### src/hdl/_end_marker_unused.sv
`timescale 1ns/1ns

### src/hdl/bpmc_pkg.sv
// constants and types for the brushless drive control block
// assumes one 25 MHz clock and an apb master for the small register set
package bpmc_pkg;
    // -----------------------------------------------------------------
    // clock and timing
    // -----------------------------------------------------------------
    localparam int CLK_NS        = 40;
    localparam int OFF_SHORT_NS  = 2200;
    localparam int OFF_LONG_NS   = 7000;
    localparam int OFF_SHORT_CYC = (OFF_SHORT_NS + CLK_NS - 1) / CLK_NS;
    localparam int OFF_LONG_CYC  = (OFF_LONG_NS + CLK_NS - 1) / CLK_NS;
    localparam int ZERO_DUTY_US  = 5000;
    localparam int ZERO_DUTY_CYC = ZERO_DUTY_US * 1000 / CLK_NS;
    localparam int MS_TICK_US    = 1000;
    localparam int MS_TICK_CYC   = MS_TICK_US * 1000 / CLK_NS;
    localparam int FILT_LAT_CYC  = 4;

    // -----------------------------------------------------------------
    // register map and fields
    // -----------------------------------------------------------------
    localparam logic [7:0]  OFF_CTRL       = 8'h00;
    localparam logic [7:0]  OFF_LOCK       = 8'h04;
    localparam logic [7:0]  OFF_STAT       = 8'h08;
    localparam logic        CTRL_RST       = 1'h0;
    localparam logic [15:0] LOCK_RST       = 16'h0fa0;
    localparam int          CTRL_MODE_BIT  = 0;
    localparam int          STAT_STATE_LSB = 0;
    localparam int          STAT_STEP_LSB  = 4;
    localparam int          STAT_TACH_BIT  = 8;
    localparam int          STAT_BRAKE_BIT = 9;
    localparam int          STAT_FWD_BIT   = 10;
    localparam int          STAT_VALID_BIT = 11;
    localparam int          STAT_HALL_LSB  = 12;

    // -----------------------------------------------------------------
    // positions in the filtered level vector
    // -----------------------------------------------------------------
    localparam int IN_HALL = 0;
    localparam int IN_TSEL = 3;
    localparam int IN_DEC  = 4;
    localparam int IN_BR   = 5;
    localparam int IN_BRO  = 6;
    localparam int IN_FR   = 7;
    localparam int IN_FRO  = 8;
    localparam int IN_PWM  = 9;
    localparam int IN_PWMO = 10;
    localparam int IN_VSPW = 11;
    localparam int IN_VSPO = 12;
    localparam int IN_W    = 13;

    localparam logic [2:0] UPPER_BRAKE_HS = 3'h3;

    typedef enum logic [1:0] {ST_SLEEP, ST_RUN, ST_FREE} bpmc_state_t;
    typedef enum logic {MODE_PWM, MODE_VSP} bpmc_mode_t;
endpackage

### src/hdl/bpmc_lvl_if.sv
// raw and filtered level inputs between the top and its filter
// assumes both ends sit on clk_sys_i
`timescale 1ns/1ns
interface bpmc_lvl_if;
    logic [bpmc_pkg::IN_W-1:0] raw;
    logic [bpmc_pkg::IN_W-1:0] clean;
    modport filt (input raw, output clean);
    modport user (output raw, input clean);
endinterface

### src/hdl/bpmc_lvl_filter.sv
// two-flop synchroniser plus one-cycle glitch filter for level inputs
// assumes inputs are levels that change far slower than the clock
`timescale 1ns/1ns
module bpmc_lvl_filter (
    input  wire logic clk_sys_i,
    input  wire logic rst_n_i,
    bpmc_lvl_if.filt  lvl
);
    import bpmc_pkg::*;

    logic [IN_W-1:0] meta_ff;
    logic [IN_W-1:0] sync_ff;
    logic [IN_W-1:0] prev_ff;
    logic [IN_W-1:0] clean_ff;

    // -----------------------------------------------------------------
    // synchroniser and agreement filter
    // -----------------------------------------------------------------
    // a bit moves only when two successive samples agree
    always_ff @(posedge clk_sys_i or negedge rst_n_i) begin
        if (!rst_n_i) begin
            meta_ff  <= '0;
            sync_ff  <= '0;
            prev_ff  <= '0;
            clean_ff <= '0;
        end else begin
            meta_ff <= lvl.raw;
            sync_ff <= meta_ff;
            prev_ff <= sync_ff;
            for (int i = 0; i < IN_W; i++) begin
                if (sync_ff[i] == prev_ff[i]) begin
                    clean_ff[i] <= sync_ff[i];
                end
            end
        end
    end

    assign lvl.clean = clean_ff;
endmodule

### src/hdl/bpmc_top.sv
// drive control logic of a three-phase brushless motor driver
// assumes analog comparators deliver hall, speed and current levels
`timescale 1ns/1ns
module bpmc_top #(
    parameter int ZERO_DUTY_CYC_P = bpmc_pkg::ZERO_DUTY_CYC,
    parameter int MS_TICK_CYC_P   = bpmc_pkg::MS_TICK_CYC
) (
    input  wire logic        clk_sys_i,
    input  wire logic        rst_n_i,
    input  wire logic [7:0]  paddr_i,
    input  wire logic        psel_i,
    input  wire logic        penable_i,
    input  wire logic        pwrite_i,
    input  wire logic [31:0] pwdata_i,
    output logic      [31:0] prdata_o,
    output logic             pready_o,
    output logic             pslverr_o,
    input  wire logic [2:0]  hall_cmp_i,
    input  wire logic        tach_ratio_select_i,
    input  wire logic        decay_time_select_i,
    input  wire logic        coil_shorting_select_i,
    input  wire logic        coil_shorting_open_i,
    input  wire logic        rotation_sense_select_i,
    input  wire logic        rotation_sense_open_i,
    input  wire logic        pulse_width_drive_input_i,
    input  wire logic        pulse_width_open_i,
    input  wire logic        speed_wake_cmp_i,
    input  wire logic        speed_open_i,
    input  wire logic        cur_peak_i,
    input  wire logic        ocp_i,
    output logic      [2:0]  hs_on_o,
    output logic      [2:0]  ls_on_o,
    output logic             tach_pulse_out_o,
    output logic             sleep_state_o,
    output logic             regulator_en_o
);
    import bpmc_pkg::*;

    localparam logic [16:0] ZD_LAST   = 17'(ZERO_DUTY_CYC_P - 1);
    localparam logic [14:0] TICK_LAST = 15'(MS_TICK_CYC_P - 1);
    localparam logic [7:0]  OFF_SHORT = 8'(OFF_SHORT_CYC);
    localparam logic [7:0]  OFF_LONG  = 8'(OFF_LONG_CYC);

    // -----------------------------------------------------------------
    // functions
    // -----------------------------------------------------------------
    // hall code to {valid, step}
    function automatic logic [3:0] hall_step(input logic [2:0] code);
        unique case (code)
            3'h5:    hall_step = 4'h8;
            3'h4:    hall_step = 4'h9;
            3'h6:    hall_step = 4'ha;
            3'h2:    hall_step = 4'hb;
            3'h3:    hall_step = 4'hc;
            3'h1:    hall_step = 4'hd;
            default: hall_step = 4'h0;
        endcase
    endfunction

    // step and direction to {high sides, low sides}
    function automatic logic [5:0] comm(input logic [2:0] step, input logic fwd);
        logic [2:0] s;
        s = fwd ? step : ((step > 3'h2) ? step - 3'h3 : step + 3'h3);
        unique case (s)
            3'h0:    comm = {3'h1, 3'h2};
            3'h1:    comm = {3'h1, 3'h4};
            3'h2:    comm = {3'h2, 3'h4};
            3'h3:    comm = {3'h2, 3'h1};
            3'h4:    comm = {3'h4, 3'h1};
            3'h5:    comm = {3'h4, 3'h2};
            default: comm = 6'h00;
        endcase
    endfunction

    // -----------------------------------------------------------------
    // input filtering and effective levels
    // -----------------------------------------------------------------
    bpmc_lvl_if lvl ();

    logic [IN_W-1:0] cl;
    logic            brake_c;
    logic            fwd_c;
    logic            pwm_c;
    logic            pwm_open;
    logic            vsp_wake;
    logic [3:0]      hs_code;
    logic [5:0]      comm_w;
    logic            wake;

    assign lvl.raw = {speed_open_i, speed_wake_cmp_i, pulse_width_open_i,
                      pulse_width_drive_input_i, rotation_sense_open_i,
                      rotation_sense_select_i, coil_shorting_open_i,
                      coil_shorting_select_i, decay_time_select_i,
                      tach_ratio_select_i, hall_cmp_i};

    bpmc_lvl_filter u_filt (
        .clk_sys_i (clk_sys_i),
        .rst_n_i   (rst_n_i),
        .lvl       (lvl.filt)
    );

    assign cl       = lvl.clean;
    assign brake_c  = cl[IN_BR] | cl[IN_BRO];
    assign fwd_c    = cl[IN_FR] | cl[IN_FRO];
    assign pwm_c    = cl[IN_PWM] | cl[IN_PWMO];
    assign pwm_open = cl[IN_PWMO];
    assign vsp_wake = cl[IN_VSPW] & ~cl[IN_VSPO];
    assign hs_code  = hall_step(cl[IN_HALL +: 3]);
    assign comm_w   = comm(hs_code[2:0], fwd_c);

    // -----------------------------------------------------------------
    // apb registers
    // -----------------------------------------------------------------
    bpmc_mode_t      mode_ff;
    logic [15:0]     lock_time_ff;
    bpmc_state_t     state_ff;
    logic            tach_ff;
    logic            wr_en;
    logic            hit;
    logic [31:0]     rd_val;

    assign pready_o  = 1'b1;
    assign hit       = paddr_i == OFF_CTRL || paddr_i == OFF_LOCK || paddr_i == OFF_STAT;
    assign pslverr_o = psel_i & penable_i & ~hit;
    assign wr_en     = psel_i & penable_i & pwrite_i;

    // read mux, unmapped and reserved bits read zero
    always_comb begin
        rd_val = '0;
        unique case (paddr_i)
            OFF_CTRL: rd_val[CTRL_MODE_BIT] = mode_ff;
            OFF_LOCK: rd_val[15:0] = lock_time_ff;
            OFF_STAT: begin
                rd_val[STAT_STATE_LSB +: 2] = state_ff;
                rd_val[STAT_STEP_LSB +: 3]  = hs_code[2:0];
                rd_val[STAT_TACH_BIT]       = tach_ff;
                rd_val[STAT_BRAKE_BIT]      = brake_c;
                rd_val[STAT_FWD_BIT]        = fwd_c;
                rd_val[STAT_VALID_BIT]      = hs_code[3];
                rd_val[STAT_HALL_LSB +: 3]  = cl[IN_HALL +: 3];
            end
            default: rd_val = '0;
        endcase
    end

    // read data captured in the setup cycle
    always_ff @(posedge clk_sys_i or negedge rst_n_i) begin
        if (!rst_n_i) begin
            prdata_o <= '0;
        end else if (psel_i && !penable_i) begin
            prdata_o <= rd_val;
        end
    end

    // writable registers
    always_ff @(posedge clk_sys_i or negedge rst_n_i) begin
        if (!rst_n_i) begin
            mode_ff      <= bpmc_mode_t'(CTRL_RST);
            lock_time_ff <= LOCK_RST;
        end else if (wr_en && paddr_i == OFF_CTRL) begin
            mode_ff <= bpmc_mode_t'(pwdata_i[CTRL_MODE_BIT]);
        end else if (wr_en && paddr_i == OFF_LOCK) begin
            lock_time_ff <= pwdata_i[15:0];
        end
    end

    // -----------------------------------------------------------------
    // timers
    // -----------------------------------------------------------------
    logic [16:0] zd_cnt_ff;
    logic [14:0] tick_cnt_ff;
    logic        ms_tick;
    logic [15:0] lock_cnt_ff;
    logic        fwd_d_ff;
    logic [7:0]  off_cnt_ff;
    logic        off_busy;
    logic        off_trig;

    // zero-duty timer, runs in run state and pwm mode while pwm stays high
    always_ff @(posedge clk_sys_i or negedge rst_n_i) begin
        if (!rst_n_i) begin
            zd_cnt_ff <= '0;
        end else if (state_ff == ST_RUN && mode_ff == MODE_PWM && pwm_c) begin
            if (zd_cnt_ff != ZD_LAST) begin
                zd_cnt_ff <= zd_cnt_ff + 17'h1;
            end
        end else begin
            zd_cnt_ff <= '0;
        end
    end

    // millisecond enable for the lock timer
    assign ms_tick = tick_cnt_ff == TICK_LAST;
    always_ff @(posedge clk_sys_i or negedge rst_n_i) begin
        if (!rst_n_i) begin
            tick_cnt_ff <= '0;
        end else begin
            tick_cnt_ff <= ms_tick ? 15'h0 : tick_cnt_ff + 15'h1;
        end
    end

    // lock timer, restarts on brake or a direction change
    always_ff @(posedge clk_sys_i or negedge rst_n_i) begin
        if (!rst_n_i) begin
            lock_cnt_ff <= '0;
            fwd_d_ff    <= 1'b1;
        end else begin
            fwd_d_ff <= fwd_c;
            if (state_ff != ST_FREE || brake_c || fwd_c != fwd_d_ff) begin
                lock_cnt_ff <= '0;
            end else if (ms_tick && lock_cnt_ff != 16'hffff) begin
                lock_cnt_ff <= lock_cnt_ff + 16'h1;
            end
        end
    end

    // fixed off time after a peak event in vsp mode or an overcurrent event in pwm mode
    assign off_busy = off_cnt_ff != 8'h0;
    assign off_trig = state_ff == ST_RUN && !off_busy &&
                      (mode_ff == MODE_VSP ? cur_peak_i : ocp_i);
    always_ff @(posedge clk_sys_i or negedge rst_n_i) begin
        if (!rst_n_i) begin
            off_cnt_ff <= '0;
        end else if (off_trig) begin
            off_cnt_ff <= cl[IN_DEC] ? OFF_SHORT : OFF_LONG;
        end else if (off_busy) begin
            off_cnt_ff <= off_cnt_ff - 8'h1;
        end
    end

    // -----------------------------------------------------------------
    // operating state
    // -----------------------------------------------------------------
    localparam logic [2:0] FILT_LAT = 3'(FILT_LAT_CYC);

    logic [2:0] prime_cnt_ff;
    logic       primed;

    // filter latency guard, reset levels of the filter are not real inputs
    assign primed = prime_cnt_ff == FILT_LAT;
    always_ff @(posedge clk_sys_i or negedge rst_n_i) begin
        if (!rst_n_i) begin
            prime_cnt_ff <= '0;
        end else if (!primed) begin
            prime_cnt_ff <= prime_cnt_ff + 3'h1;
        end
    end

    assign wake = primed && ((mode_ff == MODE_PWM) ? ~pwm_c : vsp_wake);

    always_ff @(posedge clk_sys_i or negedge rst_n_i) begin
        if (!rst_n_i) begin
            state_ff <= ST_SLEEP;
        end else begin
            unique case (state_ff)
                ST_SLEEP: begin
                    if (wake) begin
                        state_ff <= ST_RUN;
                    end
                end
                ST_RUN: begin
                    if (mode_ff == MODE_PWM ? (pwm_c && zd_cnt_ff == ZD_LAST)
                                            : !vsp_wake) begin
                        state_ff <= ST_FREE;
                    end
                end
                ST_FREE: begin
                    if (wake) begin
                        state_ff <= ST_RUN;
                    end else if (lock_time_ff != 16'h0 && lock_cnt_ff >= lock_time_ff) begin
                        state_ff <= ST_SLEEP;
                    end
                end
                default: state_ff <= ST_SLEEP;
            endcase
        end
    end

    // -----------------------------------------------------------------
    // output stage
    // -----------------------------------------------------------------
    logic [2:0] nxt_hs;
    logic [2:0] nxt_ls;

    // brake first, then pwm gating, then the current loop off time
    always_comb begin
        nxt_hs = '0;
        nxt_ls = '0;
        if (state_ff != ST_SLEEP) begin
            if (brake_c) begin
                nxt_ls = 3'h7;
            end else if (state_ff == ST_RUN) begin
                if (mode_ff == MODE_PWM && pwm_open) begin
                    nxt_hs = '0;
                end else if (mode_ff == MODE_PWM && pwm_c) begin
                    nxt_hs = UPPER_BRAKE_HS;
                end else if (!off_busy && hs_code[3]) begin
                    {nxt_hs, nxt_ls} = comm_w;
                end
            end
        end
    end

    always_ff @(posedge clk_sys_i or negedge rst_n_i) begin
        if (!rst_n_i) begin
            hs_on_o        <= '0;
            ls_on_o        <= '0;
            tach_ff        <= 1'b0;
            regulator_en_o <= 1'b0;
        end else begin
            hs_on_o        <= nxt_hs;
            ls_on_o        <= nxt_ls;
            regulator_en_o <= state_ff != ST_SLEEP;
            // xor of three halls gives three cycles per hall cycle
            tach_ff <= cl[IN_TSEL] ? ^cl[IN_HALL +: 3] : cl[IN_HALL];
        end
    end

    assign tach_pulse_out_o = tach_ff;
    assign sleep_state_o    = state_ff == ST_SLEEP;

    localparam int OFF_SHORT_GAP = OFF_SHORT_CYC - 7;
endmodule

### config.mk
export PLATFORM = sky130hd
export DESIGN_NAME = bpmc_top
export DESIGN_NICKNAME = d
export VERILOG_FILES = /design/src/hdl/_end_marker_unused.sv /design/src/hdl/bpmc_pkg.sv /design/src/hdl/bpmc_lvl_if.sv /design/src/hdl/bpmc_lvl_filter.sv /design/src/hdl/bpmc_top.sv
export SDC_FILE = /design/constraint.sdc
export NUM_CORES = 1
export LEC_CHECK = 0
export ABC_CLOCK_PERIOD_IN_PS = 4100
export BUFFER_PORTS_ARGS = -buffer_cell sky130_fd_sc_hd__buf_2
export CORE_ASPECT_RATIO = 1.25
export CORE_MARGIN = 3
export CORE_UTILIZATION = 57
export CTS_CLUSTER_DIAMETER = 100
export DETAILED_ROUTE_END_ITERATION = 10
export PLACE_DENSITY = 0.81
export SYNTH_ARGS = -nofsm -noshare
export SYNTH_HDL_FRONTEND = slang
export SYNTH_SLANG_ARGS = --single-unit
### constraint.sdc
create_clock -name clk_sys_i -period 4.1 [get_ports clk_sys_i]
set_clock_uncertainty 0.15 [all_clocks]
set_input_delay 0.82 -clock clk_sys_i [delete_from_list [all_inputs] [get_ports clk_sys_i]]
set_output_delay 0.82 -clock clk_sys_i [all_outputs]
set_load 0.02 [all_outputs]
# After elaboration in Yosys (flattened, before gate mapping)
# Index checks and enable logic that the tools add are counted.
# op_classes
n_bitwise,12
reduce_logical,32
add_sub_neg,7
n_eq_ne,39
n_lt_le_gt_ge,2
mux,40
# ops
cell,count
$mux 3,14
$pmux 6 s6,1
$mux 17,2
$mux 16,2
$mux 8,3
$pmux 4 s6,1
$eq 3x3->1 const B,6
$add 17x1->17 const B,1
$eq 17x17->1 const B,1
$ne 17x17->1 const B,1
$add 16x1->16 const B,1
$ge 16x16->1,1
$ne 16x16->1 const B,1
$reduce_bool 16->1,1
$add 15x1->15 const B,1
$eq 15x15->1 const B,1
$mux 15,1
$logic_and 1x1->1,14
$pmux 7 s2,1
$eq 1x1->1,13
$eq 3x2->1 const B,4
$mux 2,5
$eq 8x3->1 const B,1
$eq 8x4->1 const B,1
30 further kinds,54
# totals
input_bits,60
wordCells,162
register_bits,155

# Depth between registers and ports, before layout
# Gate-level depths: netlist of run 1.
# logic_depth
depth_word,13
depth_mapped,11
depth_no_buf,11

# Hierarchy
# A second synthesis of run 1 with hierarchy kept.
# unflattened
cells_unflattened,638
hier_area_um2,7036.7
# modules_own_cells
mod,area_per_inst_um2,seq_area_each_um2,instances,cells_each
bpmc_top,5589.1,2586.2,1,573
bpmc_lvl_filter,1447.6,1301.2,1,65

# Worst setup path after synthesis of run 1
# Ideal clock, no wire load.
# synth_timing
kind,register -> register
start,"register u_filt.clean_ff[0], in the netlist u_filt.lvl.clean[0]"
end,register ls_on_o[0]
n_path_buf,0
setup_slack_ns,1.068
period_less_slack_ns,3.032
stages_incl_launch_ff,12
required_time_ns,3.881
arrival_ns,2.812
setup_time_ns,0.069
cell_sequence,dfrtp_1 inv_1 ha_1 and3b_1 or3_1 ha_1 nand2b_1 o21ai_0 mux2i_1 xor2_1 or4_1 nand3_1
# synth_between
elab_chain_len,13
# synth_lines
element,line,source
start: declaration,bpmc_lvl_filter.sv:14,logic [IN_W-1:0] clean_ff;
start signal: indexed assignment,bpmc_lvl_filter.sv:32,clean_ff[i] <= sync_ff[i];
"$eq 3x1->1, or another cell as far along",bpmc_top.sv:49,unique case (code)
$pmux 4 s6 (*),bpmc_top.sv:49,
"$add 3x2->3, or another cell as far along",bpmc_top.sv:63,s = fwd ? step : ((step > 3'h2) ? step - 3'h3 : step + 3'h3);
$mux 3 (2 in series),bpmc_top.sv:63,
"$eq 3x3->1, or another cell as far along",bpmc_top.sv:64,unique case (s)
$pmux 6 s6,bpmc_top.sv:64,
$mux 3 (*),bpmc_top.sv:297,end else if (!off_busy && hs_code[3]) begin
$mux 3 (*),bpmc_top.sv:295,end else if (mode_ff == MODE_PWM && pwm_c) begin
$mux 3 (*),bpmc_top.sv:293,if (mode_ff == MODE_PWM && pwm_open) begin
$mux 3 (*),bpmc_top.sv:292,end else if (state_ff == ST_RUN) begin
$mux 3 (*),bpmc_top.sv:290,if (brake_c) begin
$mux 3 (*),bpmc_top.sv:289,if (state_ff != ST_SLEEP) begin
named net nxt_ls[0],bpmc_top.sv:283,logic [2:0] nxt_ls;
end signal: assignment,bpmc_top.sv:312,ls_on_o <= nxt_ls;
end: declaration,bpmc_top.sv:32,"output logic [2:0] ls_on_o,"
# The timed path passes the listed nets; every way through them passes the cells marked *.
# A chain may end at the register's enable or synchronous reset.

# Worst setup path in the final report of run 1
# Same ends and word-level chain as after synthesis.

==> results of run 1 <==
registers in the layout (all words and copies together), names as in the netlist, 13 cells and up:
signal and count:
zd_cnt_ff 17, u_filt.meta_ff 13, tick_cnt_ff 15, u_filt.lvl.clean 13, u_filt.sync_ff 13, lock_time_ff 16
prdata_o 16, lock_cnt_ff 16, u_filt.prev_ff 13
critical path, delay by kind of cell, from the launching register on:
| kind | cells | cell delay, ns |
|---|---|---|
| AOI/OAI and AO/OA | 1 | 0.20 |
| xor gates and xnor gates | 1 | 0.19 |
| adders and majority gates | 2 | 0.62 |
| buffers and inverters | 1 | 0.12 |
| DFF | 1 | 0.50 |
| muxes | 1 | 0.24 |
| and+or+nand+nor | 5 | 1.31 |
synthesized netlist by cell type, drive strengths merged, types with 2 or more instances:
cell type / n / area [um2]
dfrtp: 148 / 3704
nor2: 80 / 300.3
nand2: 36 / 135.1
nand3: 31 / 160.1
inv: 30 / 112.6
ha: 27 / 337.8
xor2: 24 / 210.2
o21ai: 23 / 115.1
xnor2: 23 / 201.4
buf: 19 / 136.4
mux2: 18 / 202.7
a21oi: 15 / 75.07
maj3: 13 / 130.1
nand4: 12 / 81.33
a221oi: 11 / 96.34
clkbuf: 11 / 41.29
nor3: 11 / 55.05
nor4: 10 / 77.57
or3: 10 / 63.81
and4: 7 / 61.31
dfstp: 7 / 183.9
mux2i: 7 / 70.07
and2: 6 / 40.04
a21o: 5 / 37.54
nand2b: 5 / 31.28
nor2b: 5 / 31.28
a31oi: 4 / 25.02
and3: 4 / 25.02
o21a: 3 / 22.52
or2: 3 / 18.77
conb: 2 / 7.510
nor3b: 2 / 20.02
nor4bb: 2 / 20.02
o31a: 2 / 17.52
o41ai: 2 / 25.03
or4: 2 / 15.01
or4b: 2 / 23.77
cell families after synthesis:
group           after synthesis  share of synthesized area
mux                          25                    0.03884
buf+inv                      60                    0.04133
compound gates               73                    0.06859
fa+ha+maj                    40                    0.06663
xor+xnor                     47                    0.05861
simple gates                233                     0.1714
flops                       155                     0.5535
other cells                   2                   0.001069
layout make-up:
cell class / count / area (um2) / area share
Clock buffer: 20 / 456.7 / 0.05642
Clock inverter: 12 / 140.1 / 0.01731
Timing Repair Buffer: 73 / 394.1 / 0.04869
Sequential cell: 155 / 3887 / 0.4803
Inverter: 30 / 112.6 / 0.01391
Tap cell: 161 / 201.4 / 0.02489
Multi-Input combinational cell: 435 / 2902 / 0.3585
cells in the final DEF (no fill, tap or decap), types with 7 or more instances in the layout:
cell,instances
nor2_1,80
o21ai_0,23
maj3_1,13
nand3_1,30
nor3_1,11
inv_1,30
mux2_2,18
clkbuf_16,17
dfrtp_1,148
conb_1,17
mux2i_1,7
nand4_1,11
nor4_1,9
or3_1,9
ha_1,27
a221oi_1,11
buf_2,68
dfstp_2,7
and4_1,7
a21oi_1,15
xor2_1,24
xnor2_1,23
nand2_1,36
metal layers:
metal  global-route usage  part of all wire  up-vias
met2               0.3829              0.51      136
met1               0.2954              0.42     2488
li1                     -                 -     2335
met3              0.05294             0.051       28
met5                    0                 0        -
met4               0.1112             0.022        0
power by group through the flow:
stage	Clock, mW	Combinational [mW]	Sequential, mW
after floorplan	0	0.333	1.82
final	1.57	0.550	1.78
after detailed placement	0	0.551	1.80
after global placement	0	0.515	1.79
after CTS	1.59	0.557	1.78
after global routing	1.66	0.613	1.79
stage by stage:
step                      instances  setup slack [ns]
after floorplan                 650             1.068
after global placement          854            0.8980
after detailed placement        854            0.7062
after CTS                       886            0.6952
after global routing            886            0.4150
final                           886            0.6967
worst max path at each step:
stage / start / endpoint / depth (start not counted)
after CTS: u_filt.lvl.clean[0]$_DFFE_PN0N_ / ls_on_o[0]$_DFF_PN0_ / 11
after global routing: u_filt.lvl.clean[0]$_DFFE_PN0N_ / hs_on_o[0]$_DFF_PN0_ / 11
after floorplan: u_filt.lvl.clean[0]$_DFFE_PN0N_ / ls_on_o[0]$_DFF_PN0_ / 11
final: u_filt.lvl.clean[0]$_DFFE_PN0N_ / ls_on_o[0]$_DFF_PN0_ / 11
after global placement: u_filt.lvl.clean[0]$_DFFE_PN0N_ / ls_on_o[0]$_DFF_PN0_ / 11
after detailed placement: u_filt.lvl.clean[0]$_DFFE_PN0N_ / ls_on_o[0]$_DFF_PN0_ / 11
==> parameters.txt, run 1 <==
Parameter                              Value

Critical path
  Worst reg2reg startpoint    u_filt.lvl.clean[0]$_DFFE_PN0N_
  Element type at the critical path start    flip-flop
  Reg-to-reg setup timing slack    0.70 ns
  Crit-path most repeated cell    ha_1
  Worst endpoint required time    4.31 ns
  Type of element capturing the critical path    flip-flop
  Critical path cell sequence    inv_1 -> ha_1 -> and3b_1 -> or3_1 -> ha_1 -> nand2b_1 -> o21ai_0 -> mux2i_1 -> xor2_1 -> or4_1 -> nand3_1
  FF-to-FF path depth    11
  R2R Path End    ls_on_o[0]$_DFF_PN0_
  Worst Path Class, Setup    flip-flop to flip-flop
  Standard cell with the maximum stage delay on the critical path    or4_1
  Slowest cell delay on critical path    0.54 ns
  Arrival time reported for the critical path endpoint    3.62 ns
  Highest fanout seen on the critical path    9

Die
  Row cnt    44
  Effective utilization at floorplan    0.5933
  Count of boundary I/O pins    103
  Core region area    around 12,000 um2
  Die Outline Area    between 10,000 and 15,000 um2
  Horizontal extent of the die    105.3 um
  Chip height    130.1 um

Route
  Total vias in the final route    4,987
  DRC errors left    0
  Total Routed Length    between 10,000 and 15,000 um
  Violation count after the first detailed-route iteration    between 300 and 400
  ANT nets after route    0
  Wire length per cell after detailed routing    16.81 um
  Via density    between 5 and 6
  Detailed-router iteration count before antenna repair    4

STA
  Fin crit share    0.8301
  Number of hold-slack violations in the final timing report    0
  Final Hold Slack    0.1940 ns
  Final count of pins violating max slew    0
  Final Critical Period    3.403 ns
  Setup tns final    0 ns
  Max Clock Freq    293.8 MHz
  Worst-Margin Slew    1.188 ns
  Total setup violations reported at the end of the flow    0
  Unrepaired setup endpoints after global routing    false
  Max-slew headroom at the worst pin    0.2010

Min path
  Class of the tightest hold or removal check    flip-flop to flip-flop
  Worst Hold Path EP    u_filt.sync_ff[12]$_DFF_PN0_
  Worst hold path cell count    0
  Startpoint of the tightest hold check path    u_filt.meta_ff[12]$_DFF_PN0_

Yosys
  Post-synth EDFFs    0
  Post-Synthesis Cell Area    between 7000 and 8000 um2
  Part of the Yosys area used for sequential elements    0.5535
  Total number of yosys warnings    0
  Count of cell types in the netlist    60
  Number of cells produced by synthesis    between 600 and 700
  Share of flip-flops with an asynchronous set or reset after synthesis    1.000
  Mean post-synth cell area    about 11 um2
  Seq cells post-synth    around 160
  Most common flop cell mapped by yosys    dfrtp_1

Finish
  Post-layout net count    799
  Layout cells sized above 1    0.1959
  Number of inserted filler cells in the final layout    874
  Synthesis-to-finish area growth    15.25%
  Final instance area    8094 um2
  Final core area utilization    0.6838
  Count of inserted antenna diode cells    0

Power
  Switching share of total power    0.2798
  Total power per unit cell area    about 480 nW/um2
  Reported net switching power    1.089 mW
  Sequential cell fraction of total power    0.457
  Total power    around 3.9 mW
  Worst voltage drop across the vdd grid    roughly 450 uV
  Combinational fraction of design power    0.141
  Internal power of the cells    2.804 mW
  Leakage component of the power    around 3.7 nW
  Clock network fraction of total power    0.402

Clock tree
  Deepest level of the CTS H-tree    4
  Post-cts gate resize count    0
  Total of hold buffers inserted after clock tree synthesis    0
  Buffers inserted by post-CTS timing repair    0
  Number of buffers created by CTS    17
  Clock slew at the register clock pins of the worst setup and hold paths    0.06 ns
  CTS tree    done
  Buffer levels on the longest clock path    2
  Number of sinks driven by the clock tree    155
  Clock root cell    clkbuf_16
  Latest clock arrival within the worst-skew pair    0.43 ns

Global route
  Largest net degree at the start of global routing    91
  Total global-route track usage    0.2330
  GRT overflow    0
  Global-route wire length before repair    25,050 um
  Number of antenna violations at the first check in global routing    0
  Via count of the first global-routing pass    5,135

Placed design
  Number of port buffers    69
  Final Wtd Congestion    0.8024
  Area post-placement    7497 um2
  Hpwl dp    between 10,000 and 15,000 um

Status
  Run status    finished clean

Job
  Number of maximum-capacitance constraint violations    0
No activity file was read; power rests on OpenSTA's default activity.
==> inputs of run 2 (changes only) <==
Settings changed: ABC_CLOCK_PERIOD_IN_PS 4100 to 3400.
Clock period 4.1 ns to 3.4 ns, I/O delays scaled along.
==> run 2 against run 1 <==
Total power grew 21%; die area is the same; non-clock buffer count grew 7; sequential power grew 20%; critical path depth is the same; first-iteration DRC count shrank 15%; register-to-register slack lost 0.63 ns; clock power grew 20%; sequential share of layout area shrank 0.24 points; fmax grew 2.1%; worst setup slack lost 0.63 ns; hold slack lost 0.093 ns; largest cell class unchanged; largest power group unchanged; highest routed layer unchanged.
==> parameters.txt, run 2 (same netlist as run 1, synthesis figures left out) <==
Parameter                              Value

Critical path
  Buffers and inverters on the worst path    1 (unchanged)
  Reg-to-reg setup timing slack    0.07 ns (-0.63 ns)
  Top Family by Delay on Critical Path    simple AND/OR/NAND/NOR gates
  Element type at the critical path start    flip-flop
  Worst Path Class, Setup    flip-flop to flip-flop
  FF-to-FF path depth    11 (unchanged)
  Arrival time reported for the critical path endpoint    3.55 ns (-0.07 ns)
  Critical path cell sequence    inv_1 -> ha_2 -> and3b_1 -> or3_1 -> ha_1 -> a31oi_1 -> o21ai_0 -> mux2i_1 -> xor2_2 -> or4_1 -> nand3_1
  Highest fanout seen on the critical path    8 (-1)
  Slowest cell delay on critical path    0.55 ns (about the same)
  Standard cell with the maximum stage delay on the critical path    or4_1
  Worst endpoint required time    3.61 ns (-0.70 ns)
  Worst reg2reg startpoint    u_filt.lvl.clean[1]$_DFFE_PN0N_
  R2R Path End    ls_on_o[0]$_DFF_PN0_
  Type of element capturing the critical path    flip-flop

Die
  Chip height    130.1 um (unchanged)
  Horizontal extent of the die    105.3 um (unchanged)
  Core region area    11,840 um2 (unchanged)
  Count of boundary I/O pins    103 (unchanged)
  Die Outline Area    13,700 um2 (unchanged)
  Effective utilization at floorplan    0.5933 (unchanged)
  Row cnt    44 (unchanged)

Power
  Leakage component of the power    3.679 nW (+0.79%)
  Total power per unit cell area    577.5 nW/um2 (+20%)
  Worst voltage drop across the vdd grid    483.1 uV (+7.3%)

STA
  Max-slew headroom at the worst pin    0.5250 (+0.3240)
  Total setup violations reported at the end of the flow    0 (unchanged)
  Setup tns final    0 ns (unchanged)
  Fin crit share    0.9807 (+0.1506)
  Final count of pins violating max slew    0 (unchanged)
  Max Clock Freq    299.9 MHz (+2.1%)
  Worst-Margin Slew    0.7048 ns (-0.4828 ns)
  Final Critical Period    3.334 ns (-0.06894 ns)
  Number of hold-slack violations in the final timing report    0 (unchanged)

Finish
  Register Area    3889 um2 (about the same)
  Number of inserted filler cells in the final layout    835 (-4.5%)
  Multi-input gate area in the final layout    2912 um2 (+0.34%)
  Max reg flops    17 (unchanged)
  Top register by number of flip-flops    zd_cnt_ff
  Synthesis-to-finish area growth    15.87%
  Leading cell types in the layout, fill and taps excluded    dfrtp_1, nor2_1, buf_2, nand2_1
  Most common cell after layout, fill and taps aside    dfrtp_1
  Layout cells sized above 1    0.2049 (+0.009056)
  Final instance area    8138 um2 (+0.54%)
  Post-layout net count    806 (+0.88%)
  Count of inserted antenna diode cells    0 (unchanged)

Min path
  Class of the tightest hold or removal check    input port to asynchronous set/reset pin

Global route
  GRT overflow    0 (unchanged)
  Number of antenna violations at the first check in global routing    0 (unchanged)
  Total global-route track usage    0.2335 (+0.0004640)
  Via count of the first global-routing pass    5,204 (+1.3%)
  Largest net degree at the start of global routing    73 (-20%)
  Global-route wire length before repair    25,130 um (+0.30%)

Route
  Via density    5.642 (+0.23%)
  DRC errors left    0 (unchanged)
  Wire length per cell after detailed routing    16.73 um (-0.47%)
  Total vias in the final route    5,038 (+1.0%)
  Detailed-router iteration count before antenna repair    5 (+1)
  Total Routed Length    14,940 um (+0.32%)
  Violation count after the first detailed-route iteration    301 (-15%)
  ANT nets after route    0 (unchanged)

Clock tree
  Number of buffers created by CTS    17 (unchanged)
  Clock root cell    clkbuf_16
  Deepest level of the CTS H-tree    4 (unchanged)
  Latest clock arrival within the worst-skew pair    0.43 ns (about the same)
  Buffer levels on the longest clock path    2 (unchanged)
  Clock slew at the register clock pins of the worst setup and hold paths    0.06 ns (about the same)
  CTS tree    done
  Number of sinks driven by the clock tree    155 (unchanged)

Placed design
  Number of port buffers    69 (unchanged)
  Area post-placement    7522 um2 (+0.33%)
  Hpwl dp    10,270 um (-3.0%)
  Final Wtd Congestion    0.8204 (+2.2%)

Job
  Number of maximum-capacitance constraint violations    0 (unchanged)

Status
  Run status    finished clean
[run 2: how the worst max path moves through the flow]
stage	from	end	slack, ns	cells past startpoint
2_1_floorplan	u_filt.lvl.clean[0]$_DFFE_PN0N_	ls_on_o[0]$_DFF_PN0_	0.37	11
3_3_place_gp	u_filt.lvl.clean[1]$_DFFE_PN0N_	ls_on_o[0]$_DFF_PN0_	0.33	10
3_5_place_dp	u_filt.lvl.clean[1]$_DFFE_PN0N_	ls_on_o[0]$_DFF_PN0_	0.12	11
4_1_cts	u_filt.lvl.clean[1]$_DFFE_PN0N_	ls_on_o[0]$_DFF_PN0_	0.09	11
5_1_grt	u_filt.lvl.clean[1]$_DFFE_PN0N_	ls_on_o[0]$_DFF_PN0_	-0.06	11
6_report	u_filt.lvl.clean[1]$_DFFE_PN0N_	ls_on_o[0]$_DFF_PN0_	0.07	11
[run 2: area by class of cell]
type,instances,share of cell area
timing repair buffer,80,0.05335
clock buffer,23,0.05873
multi-input combinational,435,0.3578
sequential,155,0.4779
inverter,30,0.01384
tap,161,0.02475
clock inverter,9,0.01368
[run 2: where the power goes]
group	switching [mW]	internal, mW
combinational	0.416	0.261
clock	0.737	1.14
sequential	0.140	2.00
[run 2: through the flow]
stage | power (mW) | util | cells | setup slack (ns) | hold slack [ns]
after floorplan | 2.595 | - | 650 | 0.3681 | 0.1812
after global placement | 2.785 | 0.6355 | 859 | 0.3262 | 0.1817
after detailed placement | 2.825 | 0.6355 | 859 | 0.1208 | 0.1855
after CTS | 4.713 | 0.6853 | 891 | 0.08659 | 0.1197
after global routing | 4.900 | 0.6875 | 893 | -0.06291 | 0.1371
final | 4.699 | 0.6875 | 893 | 0.06564 | 0.1014
[run 2: metal layers]
layer	GRT usage	up-vias	share of wire
li1	-	2339	-
met1	0.2974	2478	0.42
met2	0.3806	175	0.49
met3	0.05690	46	0.058
met4	0.1081	0	0.031
met5	0	-	0
[run 2: what timing repair did]
item                       in CTS  in global routing
setup buffers                   0                  2
setup endpoints to repair       0                  5
hold buffers                    0                  0
resized for setup               0                  3
